**config.mk**
```make
export PLATFORM = sky130hd
export DESIGN_NAME = rdsw_status_writeback
export DESIGN_NICKNAME = d
export VERILOG_FILES = /design/src/hw/rdsw_status_writeback.v
export VERILOG_INCLUDE_DIRS = /design/src /design/src/pkg
export SDC_FILE = /design/constraint.sdc
export NUM_CORES = 1
export LEC_CHECK = 0
export ABC_AREA = 1
export ABC_CLOCK_PERIOD_IN_PS = 4200
export BUFFER_PORTS_ARGS = -buffer_cell sky130_fd_sc_hd__buf_2
export CAP_MARGIN = 20
export CELL_PAD_IN_SITES_DETAIL_PLACEMENT = 1
export CELL_PAD_IN_SITES_GLOBAL_PLACEMENT = 1
export CORE_ASPECT_RATIO = 0.8
export CORE_UTILIZATION = 41
export DETAILED_ROUTE_END_ITERATION = 10
export GPL_TIMING_DRIVEN = 0
export PLACE_DENSITY = 0.87
export SYNTH_ARGS = -nofsm -noshare
export SYNTH_HDL_FRONTEND = slang
export SYNTH_SLANG_ARGS = --single-unit
```
**constraint.sdc**
```tcl
create_clock -name core_clk -period 4.2 [get_ports core_clk]
set_clock_uncertainty 0.15 [all_clocks]
set_input_delay 0.84 -clock core_clk [delete_from_list [all_inputs] [get_ports core_clk]]
set_output_delay 0.84 -clock core_clk [all_outputs]
set_load 0.05 [all_outputs]
```
**src/pkg/rdsw_defs.vh**
```
// rdsw_defs.vh: constants for the receive descriptor status writeback block.
// assumes: included by bare name from the design file; the bench files do not include it.
`ifndef RDSW_DEFS_VH
`define RDSW_DEFS_VH

// ----------------------------------------------------------------------
// status word field positions
// ----------------------------------------------------------------------
`define RDSW_OWN_BIT 31
`define RDSW_FILT_BIT 30
`define RDSW_LEN_HI 29
`define RDSW_LEN_LO 16
`define RDSW_ESUM_BIT 15
`define RDSW_NOBUF_BIT 14
`define RDSW_SHORT_BIT 11
`define RDSW_MCAST_BIT 10
`define RDSW_FIRST_BIT 9
`define RDSW_LAST_BIT 8
`define RDSW_OVER_BIT 7
`define RDSW_LATE_BIT 6
`define RDSW_TYPE_BIT 5
`define RDSW_PHY_BIT 3
`define RDSW_ODD_BIT 2
`define RDSW_CRC_BIT 1
`define RDSW_ZERO_BIT 0

// ----------------------------------------------------------------------
// frame size thresholds (bytes)
// ----------------------------------------------------------------------
`define RDSW_MIN_FILT_LEN 14'h0040
`define RDSW_MAX_FRAME_LEN 14'h05ee
`define RDSW_MAX_LEN_FIELD 16'h05dc
`define RDSW_MIN_TYPE_LEN 14'h000e

// ----------------------------------------------------------------------
// register map (byte addresses) and reset values
// ----------------------------------------------------------------------
`define RDSW_ADDR_CTRL 8'h00
`define RDSW_ADDR_STAT 8'h04
`define RDSW_ADDR_MASK 8'h08
`define RDSW_ADDR_LAST 8'h0c
`define RDSW_ADDR_CNT 8'h10
`define RDSW_CTRL_RST 32'h0000_0000
`define RDSW_MASK_RST 2'h0
`define RDSW_AXI_OKAY 2'h0
`define RDSW_AXI_SLVERR 2'h2

// ----------------------------------------------------------------------
// interrupt status bits
// ----------------------------------------------------------------------
`define RDSW_IRQ_DONE 0
`define RDSW_IRQ_ERR 1

`endif
```
**src/hw/rdsw_status_writeback.v**
```verilog
// rdsw_status_writeback.v: builds the receive descriptor status word and
// hands it to the descriptor DMA as one 32-bit write.
// assumes: frame events come from receive logic on core_clk; the dma side
// holds wbReady low while busy; software on AXI4-Lite sets receive-all.
//
// Local design decisions: the register addresses and register access over AXI4-Lite.
`timescale 1ns/10ps
`default_nettype none
`include "rdsw_defs.vh"

// Overview of operation
// - bit 31 is ownership, 1 engine
// - clear ownership at frame end or buffer full
// - bit 30 filter fail, last, receive-all, >=64
// - bits 29:16 byte count, last and no-buffer clear
// - bit 15 ORs bits 1,6,7,11,14
// - bit 14 no host buffer available
// - bit 11 collision or premature end
// - bit 10 multicast destination
// - bit 9 only in first descriptor
// - bit 8 only in last descriptor
// - bit 7 oversize, valid every descriptor
// - bit 6 late collision after 64 bytes
// - bit 5 length/type field above 1500
// - bit 3 phy signalled receive error
// - bit 2 frame not byte aligned
// - bit 1 bad frame check, not runts
// - bit 0 zero for legal length
module rdsw_status_writeback (
   // clock and reset
   input wire core_clk,
   input wire sys_rst,
   // receive engine events, same clock
   input wire frameStart,
   input wire byteStored,
   input wire bufferFull,
   input wire frameEnd,
   input wire [15:0] lenTypeField,
   input wire lenTypeValid,
   input wire filterFail,
   input wire multicastHit,
   input wire collisionSeen,
   input wire lateCollision,
   input wire phyRxError,
   input wire oddBits,
   input wire crcBad,
   input wire noBufferAvail,
   // writeback request to descriptor dma
   output wire wbValid,
   input wire wbReady,
   output reg [31:0] wbStatusWord,
   output reg wbLast,
   // AXI4-Lite slave
   input wire [7:0] s_axi_awaddr,
   input wire s_axi_awvalid,
   output wire s_axi_awready,
   input wire [31:0] s_axi_wdata,
   input wire [3:0] s_axi_wstrb,
   input wire s_axi_wvalid,
   output wire s_axi_wready,
   output reg [1:0] s_axi_bresp,
   output reg s_axi_bvalid,
   input wire s_axi_bready,
   input wire [7:0] s_axi_araddr,
   input wire s_axi_arvalid,
   output wire s_axi_arready,
   output reg [31:0] s_axi_rdata,
   output reg [1:0] s_axi_rresp,
   output reg s_axi_rvalid,
   input wire s_axi_rready,
   // interrupt
   output wire irq
);

   // ----------------------------------------------------------------------
   // state
   // ----------------------------------------------------------------------
   localparam [1:0] ST_IDLE = 2'h0; // no frame
   localparam [1:0] ST_RECV = 2'h1; // filling a descriptor
   localparam [1:0] ST_WAIT = 2'h2; // word offered to dma

   reg [1:0] state_r; // main sequencer
   reg inFirst_r; // current descriptor holds the frame start
   reg [13:0] byteCnt_r; // bytes moved to host for this frame
   reg oversize_r; // sticky over the whole frame
   reg filt_r, mcast_r, coll_r, late_r, phy_r, odd_r, crc_r, nobuf_r;
   reg [15:0] lenType_r; // captured length/type field
   reg ltSeen_r; // length/type field captured
   reg wbValid_r; // offer pending
   reg recvAll_r; // receive-all mode from software
   reg [1:0] stat_r; // interrupt status
   reg [1:0] mask_r; // interrupt mask
   reg [31:0] lastWord_r; // last word written back, for software
   reg [15:0] frameCnt_r; // completed frames

   // ----------------------------------------------------------------------
   // status word composer, used for both kinds of descriptor
   // ----------------------------------------------------------------------
   function [31:0] build_word;
      input isLast;
      input isFirst;
      input [13:0] cnt;
      input over;
      reg [31:0] w;
      reg runt;
      reg errSum;
      begin
         w = 32'h0000_0000;
         runt = coll_r | (cnt < `RDSW_MIN_FILT_LEN);
         w[`RDSW_OWN_BIT] = 1'b0; // returned to host
         w[`RDSW_FIRST_BIT] = isFirst;
         w[`RDSW_OVER_BIT] = over; // kept in every descriptor
         if (isLast) begin
            w[`RDSW_LAST_BIT] = 1'b1;
            // failure only meaningful with receive-all and full size
            w[`RDSW_FILT_BIT] = filt_r & recvAll_r & (cnt >= `RDSW_MIN_FILT_LEN);
            w[`RDSW_LEN_HI:`RDSW_LEN_LO] = nobuf_r ? 14'h0000 : cnt;
            w[`RDSW_NOBUF_BIT] = nobuf_r;
            w[`RDSW_SHORT_BIT] = runt;
            w[`RDSW_MCAST_BIT] = mcast_r;
            w[`RDSW_LATE_BIT] = late_r;
            // type flag left clear when too short to hold the field
            w[`RDSW_TYPE_BIT] = ltSeen_r & (cnt >= `RDSW_MIN_TYPE_LEN) &
                                (lenType_r > `RDSW_MAX_LEN_FIELD);
            w[`RDSW_PHY_BIT] = phy_r;
            w[`RDSW_ODD_BIT] = odd_r;
            w[`RDSW_CRC_BIT] = crc_r & ~runt;
            errSum = w[`RDSW_CRC_BIT] | w[`RDSW_LATE_BIT] | over |
                     w[`RDSW_SHORT_BIT] | w[`RDSW_NOBUF_BIT];
            w[`RDSW_ESUM_BIT] = errSum;
         end
         w[`RDSW_ZERO_BIT] = 1'b0;
         build_word = w;
      end
   endfunction

   // ----------------------------------------------------------------------
   // frame tracking and writeback sequencer
   // ----------------------------------------------------------------------
   wire [13:0] cntNext = byteCnt_r + {13'h0000, byteStored};
   wire overNext = oversize_r | (cntNext > `RDSW_MAX_FRAME_LEN);
   wire wbTake = wbValid_r & wbReady;
   assign wbValid = wbValid_r;

   // the whole word, ownership included, is latched once and offered as
   // a single transfer so the host never sees a half-updated word
   always @(posedge core_clk) begin
      if (sys_rst) begin
         state_r <= ST_IDLE;
         inFirst_r <= 1'b0;
         byteCnt_r <= 14'h0000;
         oversize_r <= 1'b0;
         {filt_r, mcast_r, coll_r, late_r, phy_r, odd_r, crc_r, nobuf_r} <= 8'h00;
         lenType_r <= 16'h0000;
         ltSeen_r <= 1'b0;
         wbValid_r <= 1'b0;
         wbStatusWord <= 32'h0000_0000;
         wbLast <= 1'b0;
      end else begin
         case (state_r)
            ST_IDLE: begin
               // a new frame resets the per-frame flags
               if (frameStart) begin
                  state_r <= ST_RECV;
                  inFirst_r <= 1'b1;
                  byteCnt_r <= 14'h0000;
                  oversize_r <= 1'b0;
                  {filt_r, mcast_r, coll_r, late_r, phy_r, odd_r, crc_r, nobuf_r} <= 8'h00;
                  ltSeen_r <= 1'b0;
               end
            end
            ST_RECV: begin
               byteCnt_r <= cntNext;
               oversize_r <= overNext;
               filt_r <= filt_r | filterFail;
               mcast_r <= mcast_r | multicastHit;
               coll_r <= coll_r | collisionSeen;
               late_r <= late_r | lateCollision;
               phy_r <= phy_r | phyRxError;
               odd_r <= odd_r | oddBits;
               crc_r <= crc_r | crcBad;
               nobuf_r <= nobuf_r | noBufferAvail;
               if (lenTypeValid) begin
                  lenType_r <= lenTypeField;
                  ltSeen_r <= 1'b1;
               end
               if (frameEnd) begin
                  // last descriptor of the frame
                  wbStatusWord <= build_word(1'b1, inFirst_r, cntNext, overNext);
                  wbLast <= 1'b1;
                  wbValid_r <= 1'b1;
                  state_r <= ST_WAIT;
               end else if (bufferFull) begin
                  // buffers full mid-frame: hand back an intermediate one
                  wbStatusWord <= build_word(1'b0, inFirst_r, cntNext, overNext);
                  wbLast <= 1'b0;
                  wbValid_r <= 1'b1;
                  state_r <= ST_WAIT;
               end
            end
            ST_WAIT: begin
               // receive engine is expected to pause until the word is taken
               if (wbTake) begin
                  wbValid_r <= 1'b0;
                  inFirst_r <= 1'b0; // later descriptors are not first
                  state_r <= wbLast ? ST_IDLE : ST_RECV;
               end
            end
            default: state_r <= ST_IDLE;
         endcase
      end
   end

   // ----------------------------------------------------------------------
   // AXI4-Lite write path: address and data taken in either order
   // ----------------------------------------------------------------------
   reg awHave_r, wHave_r;
   reg [7:0] awAddr_r;
   reg [31:0] wData_r;
   assign s_axi_awready = ~awHave_r & ~s_axi_bvalid;
   assign s_axi_wready = ~wHave_r & ~s_axi_bvalid;
   wire doWrite = awHave_r & wHave_r & ~s_axi_bvalid;

   // events raised by the writeback: done per taken word, error on an
   // errored last word
   wire evDone = wbTake;
   wire evErr = wbTake & wbLast & wbStatusWord[`RDSW_ESUM_BIT];
   wire wrStat = doWrite & (awAddr_r == `RDSW_ADDR_STAT);

   always @(posedge core_clk) begin
      if (sys_rst) begin
         awHave_r <= 1'b0;
         wHave_r <= 1'b0;
         awAddr_r <= 8'h00;
         wData_r <= 32'h0000_0000;
         s_axi_bvalid <= 1'b0;
         s_axi_bresp <= `RDSW_AXI_OKAY;
         recvAll_r <= 1'b0;
         mask_r <= `RDSW_MASK_RST;
      end else begin
         if (s_axi_awvalid & s_axi_awready) begin
            awHave_r <= 1'b1;
            awAddr_r <= s_axi_awaddr;
         end
         if (s_axi_wvalid & s_axi_wready) begin
            wHave_r <= 1'b1;
            wData_r <= s_axi_wdata;
         end
         if (doWrite) begin
            awHave_r <= 1'b0;
            wHave_r <= 1'b0;
            s_axi_bvalid <= 1'b1;
            s_axi_bresp <= `RDSW_AXI_OKAY;
            // control: bit 0 is receive-all
            if (awAddr_r == `RDSW_ADDR_CTRL) begin
               recvAll_r <= wData_r[0];
            end else if (awAddr_r == `RDSW_ADDR_MASK) begin
               mask_r <= wData_r[1:0];
            end else if (awAddr_r == `RDSW_ADDR_STAT || awAddr_r == `RDSW_ADDR_LAST ||
                         awAddr_r == `RDSW_ADDR_CNT) begin
               s_axi_bresp <= `RDSW_AXI_OKAY; // read-only or w1c, accepted
            end else begin
               s_axi_bresp <= `RDSW_AXI_SLVERR; // unmapped
            end
         end else if (s_axi_bvalid & s_axi_bready) begin
            s_axi_bvalid <= 1'b0;
         end
      end
   end

   // ----------------------------------------------------------------------
   // interrupt status: set wins over write-one-to-clear
   // ----------------------------------------------------------------------
   always @(posedge core_clk) begin
      if (sys_rst) begin
         stat_r <= 2'h0;
         lastWord_r <= 32'h0000_0000;
         frameCnt_r <= 16'h0000;
      end else begin
         stat_r <= (stat_r & ~({2{wrStat}} & wData_r[1:0])) | {evErr, evDone};
         if (wbTake) begin
            lastWord_r <= wbStatusWord;
         end
         if (wbTake & wbLast) begin
            frameCnt_r <= frameCnt_r + 16'h0001;
         end
      end
   end
   assign irq = |(stat_r & mask_r);

   // ----------------------------------------------------------------------
   // AXI4-Lite read path: one cycle to rvalid
   // ----------------------------------------------------------------------
   assign s_axi_arready = ~s_axi_rvalid;

   always @(posedge core_clk) begin
      if (sys_rst) begin
         s_axi_rvalid <= 1'b0;
         s_axi_rdata <= 32'h0000_0000;
         s_axi_rresp <= `RDSW_AXI_OKAY;
      end else if (s_axi_arvalid & s_axi_arready) begin
         s_axi_rvalid <= 1'b1;
         s_axi_rresp <= `RDSW_AXI_OKAY;
         if (s_axi_araddr == `RDSW_ADDR_CTRL) begin
            s_axi_rdata <= {31'h0000_0000, recvAll_r};
         end else if (s_axi_araddr == `RDSW_ADDR_STAT) begin
            s_axi_rdata <= {30'h0000_0000, stat_r};
         end else if (s_axi_araddr == `RDSW_ADDR_MASK) begin
            s_axi_rdata <= {30'h0000_0000, mask_r};
         end else if (s_axi_araddr == `RDSW_ADDR_LAST) begin
            s_axi_rdata <= lastWord_r;
         end else if (s_axi_araddr == `RDSW_ADDR_CNT) begin
            s_axi_rdata <= {16'h0000, frameCnt_r};
         end else begin
            s_axi_rdata <= 32'h0000_0000;
            s_axi_rresp <= `RDSW_AXI_SLVERR;
         end
      end else if (s_axi_rvalid & s_axi_rready) begin
         s_axi_rvalid <= 1'b0;
      end
   end

endmodule
`default_nettype wire

```
==> summary.md <==
| Metric | Value |
|---|---|
| R2r setup slk | `1.85 ns` |
| Maximum VDD drop | `0.257 mV` |
| Met3 Track Usage GR | `0.0617` |
| CP Launch Type | `input port` |
| # IOs | `165` |
| Final Net Count | `1203` |
| Leading area contributor after synthesis | `dfxtp_1` |
| Cell Rows | `42` |
| Fill cells | `2192` |
| Register-to-Register Path Depth | `14` |
| P_int | `0.00268 W` |
| DRC viols | `0` |
| Commonest non-fill, non-tap cell in the layout | `nand2_1` |
| Inst Count DP | `1311` |
| Max Slew Vio Count | `0` |
| Core area | `16700 um2` |
| Sw power | `0.00102 W` |
| Path type of the worst min-delay path | `register to register` |
| CTS Sinks | `166` |
| Post-CTS sizing | `0` |
| First DRT Iteration DRCs | `389` |
| Min cycle time layout | `2.49 ns` |
| CTS tree | `built` |
| Most utilized layer in the global route result | `met2` |
| Number of synthesized flops with an enable pin | `0` |
| Final setup viols | `0` |
| CTS Hold Bufs | `0` |
| Hold Fails Final Rpt | `0` |
| Reg2reg end | `oversize_r` |
| CP arrival | `2.71 ns` |
| Total gr overflow | `0` |
| Reg-to-reg startpoint | `byteCnt_r[0]` |
| IO Port Bufs | `120` |
| Die area | `17600 um2` |
| Crit path required time | `4.41 ns` |
| Root buf cell | `clkbuf_16` |
| CP Cell Sequence | `clkbuf_1 > inv_1 > clkbuf_1 > clkbuf_1 > o21ai_0 > a21oi_1` |
| All-Layer GR Usage | `0.276` |
| Clock slew at reported path FFs | `0.06 ns` |
| Share of the synthesized area in the top cell type | `0.474` |
| Routability cong. | `0.876` |
| Synth Area in Compound Gates | `0.174` |
| M1 GR Usage | `0.348` |
| Post-Synth Adder-Cell Area | `0.00714` |
| Seq/Total Area, Yosys | `0.474` |
| Flop pwr share | `0.456` |
| Drt via density | `5.28` |
| Least-Margin Pin Slew | `0.834 ns` |
| DRT Pass-1 Iters | `5` |
| Setup bufs post-CTS | `0` |
| Largest family of logic cells by synthesized area | `simple AND/OR/NAND/NOR gates` |
| ANT nets after route | `0` |
| Clock share of power | `0.424` |
| Clock latency at the later pin of the worst-skew pair | `0.44 ns` |
| Area share of and/or/nand/nor cells after synthesis | `0.259` |
| Final Cycle Share | `0.594` |
| Worst path max stage delay | `0.53 ns` |
| FF+latch count, synth | `166` |
| N_diodes | `0` |
| Post-layout util | `0.510` |
| Critical path's slowest cell | `clkbuf_1` |
| Initial antenna violation count | `0` |
| Vias in the first global route | `7223` |
| Maximum root-to-sink buffer count | `2` |
| Post-route insts no fill | `1343` |
| Ys async rst share | `0` |
| Peak Freq | `0.401 GHz` |
| Die Ht | `119 um` |
| Category of the most critical setup path | `input port to register` |
| Max H-tree Level | `4` |
| Post-Synthesis Cells | `964` |
| Syn. warnings | `0` |
| Fin Setup TNS | `0 ns` |
| Run status | `completed` |
| Post-synthesis mux area share | `0` |
| Largest net degree at the start of global routing | `17` |
| Main synth FF type | `dfxtp_1` |
| Combinational share of power | `0.120` |
| Min-Delay Endpoint | `lenType_r[14]` |
| Total CTS buffers | `17` |
| Static leakage | `3.45 nW` |
| Post-DP HPWL | `17000 um` |
| First-pass GRT wire length | `37200 um` |
| Most used cell, CP | `clkbuf_1` |
| Syn avg cell area | `7.27 um2` |
| Top cells by area, synth | `dfxtp_1, nand2_1, a21oi_1` |
| Routed WL per cell | `17.4 um` |
| Cell Area, Synth | `7010 um2` |
| Unrepaired setup endpoints after global routing | `no` |
| M2 GR Usage | `0.461` |
| PwrDens | `436 nW/um2` |
| Via count | `7094` |
| Fraction of layout instances using a drive strength above 1 | `0.177` |
| Hold depth | `2` |
| Min-delay src | `lenType_r[14]` |
| Max-slew headroom | `0.444` |
| Initial core utilization | `0.421` |
| Setup crit end kind | `register` |
| Max-Cap Viols | `0` |
| Most frequent cells in the layout | `nand2_1, dfxtp_1, a21oi_1` |
| DRT Wirelength | `23400 um` |
| Switching part of the total | `0.275` |
| Synth unique cells | `42` |
| Layout Area Growth over Synthesis | `21.1%` |
| Xor/xnor share of the synthesized area | `0.00250` |
| Critical Path Fanout Max | `10` |
| Die W | `148 um` |
[routing by layer]
metal / vias to the layer above / wire length [um]
met5: - / 0
met4: 0 / 550
met3: 41 / 1180
met2: 189 / 11100
met1: 3442 / 10600
li1: 3422 / -
[stage by stage]
step / area [um2] / hold WS [ns] / setup slack [ns] / power, W
2_1_floorplan: 7040 / 0.273 / 1.76 / 0.00201
3_3_place_gp: 7910 / 0.286 / 1.41 / 0.00214
3_5_place_dp: 7910 / 0.290 / 1.35 / 0.00216
4_1_cts: 8490 / 0.306 / 1.75 / 0.00372
5_1_grt: 8490 / 0.325 / 1.59 / 0.00384
6_report: 8490 / 0.301 / 1.71 / 0.00370
[sequential cells by signal, summed over array words and instances (netlist names), 2 cells and up]
signal and cells:
frameCnt_r 16, awAddr_r 8, mask_r 2, byteCnt_r 14
stat_r 2, wbStatusWord 27, lastWord_r 27, s_axi_rdata 31
state_r 2, lenType_r 16, wData_r 2
[worst max-delay path: cells and delay by family]
family | cells | cell delay [ns]
compound gates | 2 | 0.44
buf+inv | 4 | 1.42
[cell type report]
| cell class | instances | area, um2 | share of cell area |
|---|---|---|---|
| Buffer | 51 | 245 | 0.0289 |
| Tap cell | 220 | 275 | 0.0324 |
| Multi-Input combinational cell | 665 | 3130 | 0.369 |
| Clock inverter | 7 | 93.8 | 0.0110 |
| Timing Repair Buffer | 120 | 601 | 0.0707 |
| Clock buffer | 25 | 485 | 0.0572 |
| Inverter | 89 | 335 | 0.0395 |
| Sequential cell | 166 | 3320 | 0.391 |
[kinds of logic after synthesis]
family / count (synthesis)
XOR/XNOR: 2
AO/OA/AOI/OAI: 232
other: 1
AND/OR/NAND/NOR: 419
adder cells (fa/ha/maj): 4
flip-flops: 166
buffers and inverters: 140
[Yosys cell counts, types with 2 or more instances]
master	count
a211oi_1	2
a21oi_1	134
a21oi_2	3
buf_2	7
buf_4	10
clkbuf_1	33
dfxtp_1	166
ha_1	4
inv_1	87
nand2_1	228
nand2_2	8
nand3_1	51
nand3b_1	2
nand4_1	10
nor2_1	87
nor2_2	11
nor2_4	3
nor3_1	9
nor3_2	2
nor4_1	3
o21a_1	3
o21ai_0	73
o21ai_1	2
o22ai_1	7
xor2_1	2
[power by group through the flow]
stage	combinational (W)	sequential, W	clock, W
2_1_floorplan	0.000262	0.00174	0
3_3_place_gp	0.000422	0.00172	0
3_5_place_dp	0.000436	0.00172	0
4_1_cts	0.000444	0.00169	0.00158
5_1_grt	0.000490	0.00169	0.00166
6_report	0.000445	0.00169	0.00157
[worst max path at each step]
| stage | to | slack (ns) | cells past startpoint | startpoint |
|---|---|---|---|---|
| 2_1_floorplan | irq | 1.76 | 2 | mask_r[1] |
| 3_3_place_gp | wbStatusWord[5] | 1.41 | 14 | byteStored |
| 3_5_place_dp | frameCnt_r[8] | 1.35 | 6 | sys_rst |
| 4_1_cts | frameCnt_r[8] | 1.75 | 6 | sys_rst |
| 5_1_grt | oversize_r | 1.59 | 15 | byteStored |
| 6_report | frameCnt_r[8] | 1.71 | 6 | sys_rst |
No activity file was read; power rests on OpenSTA's default activity.
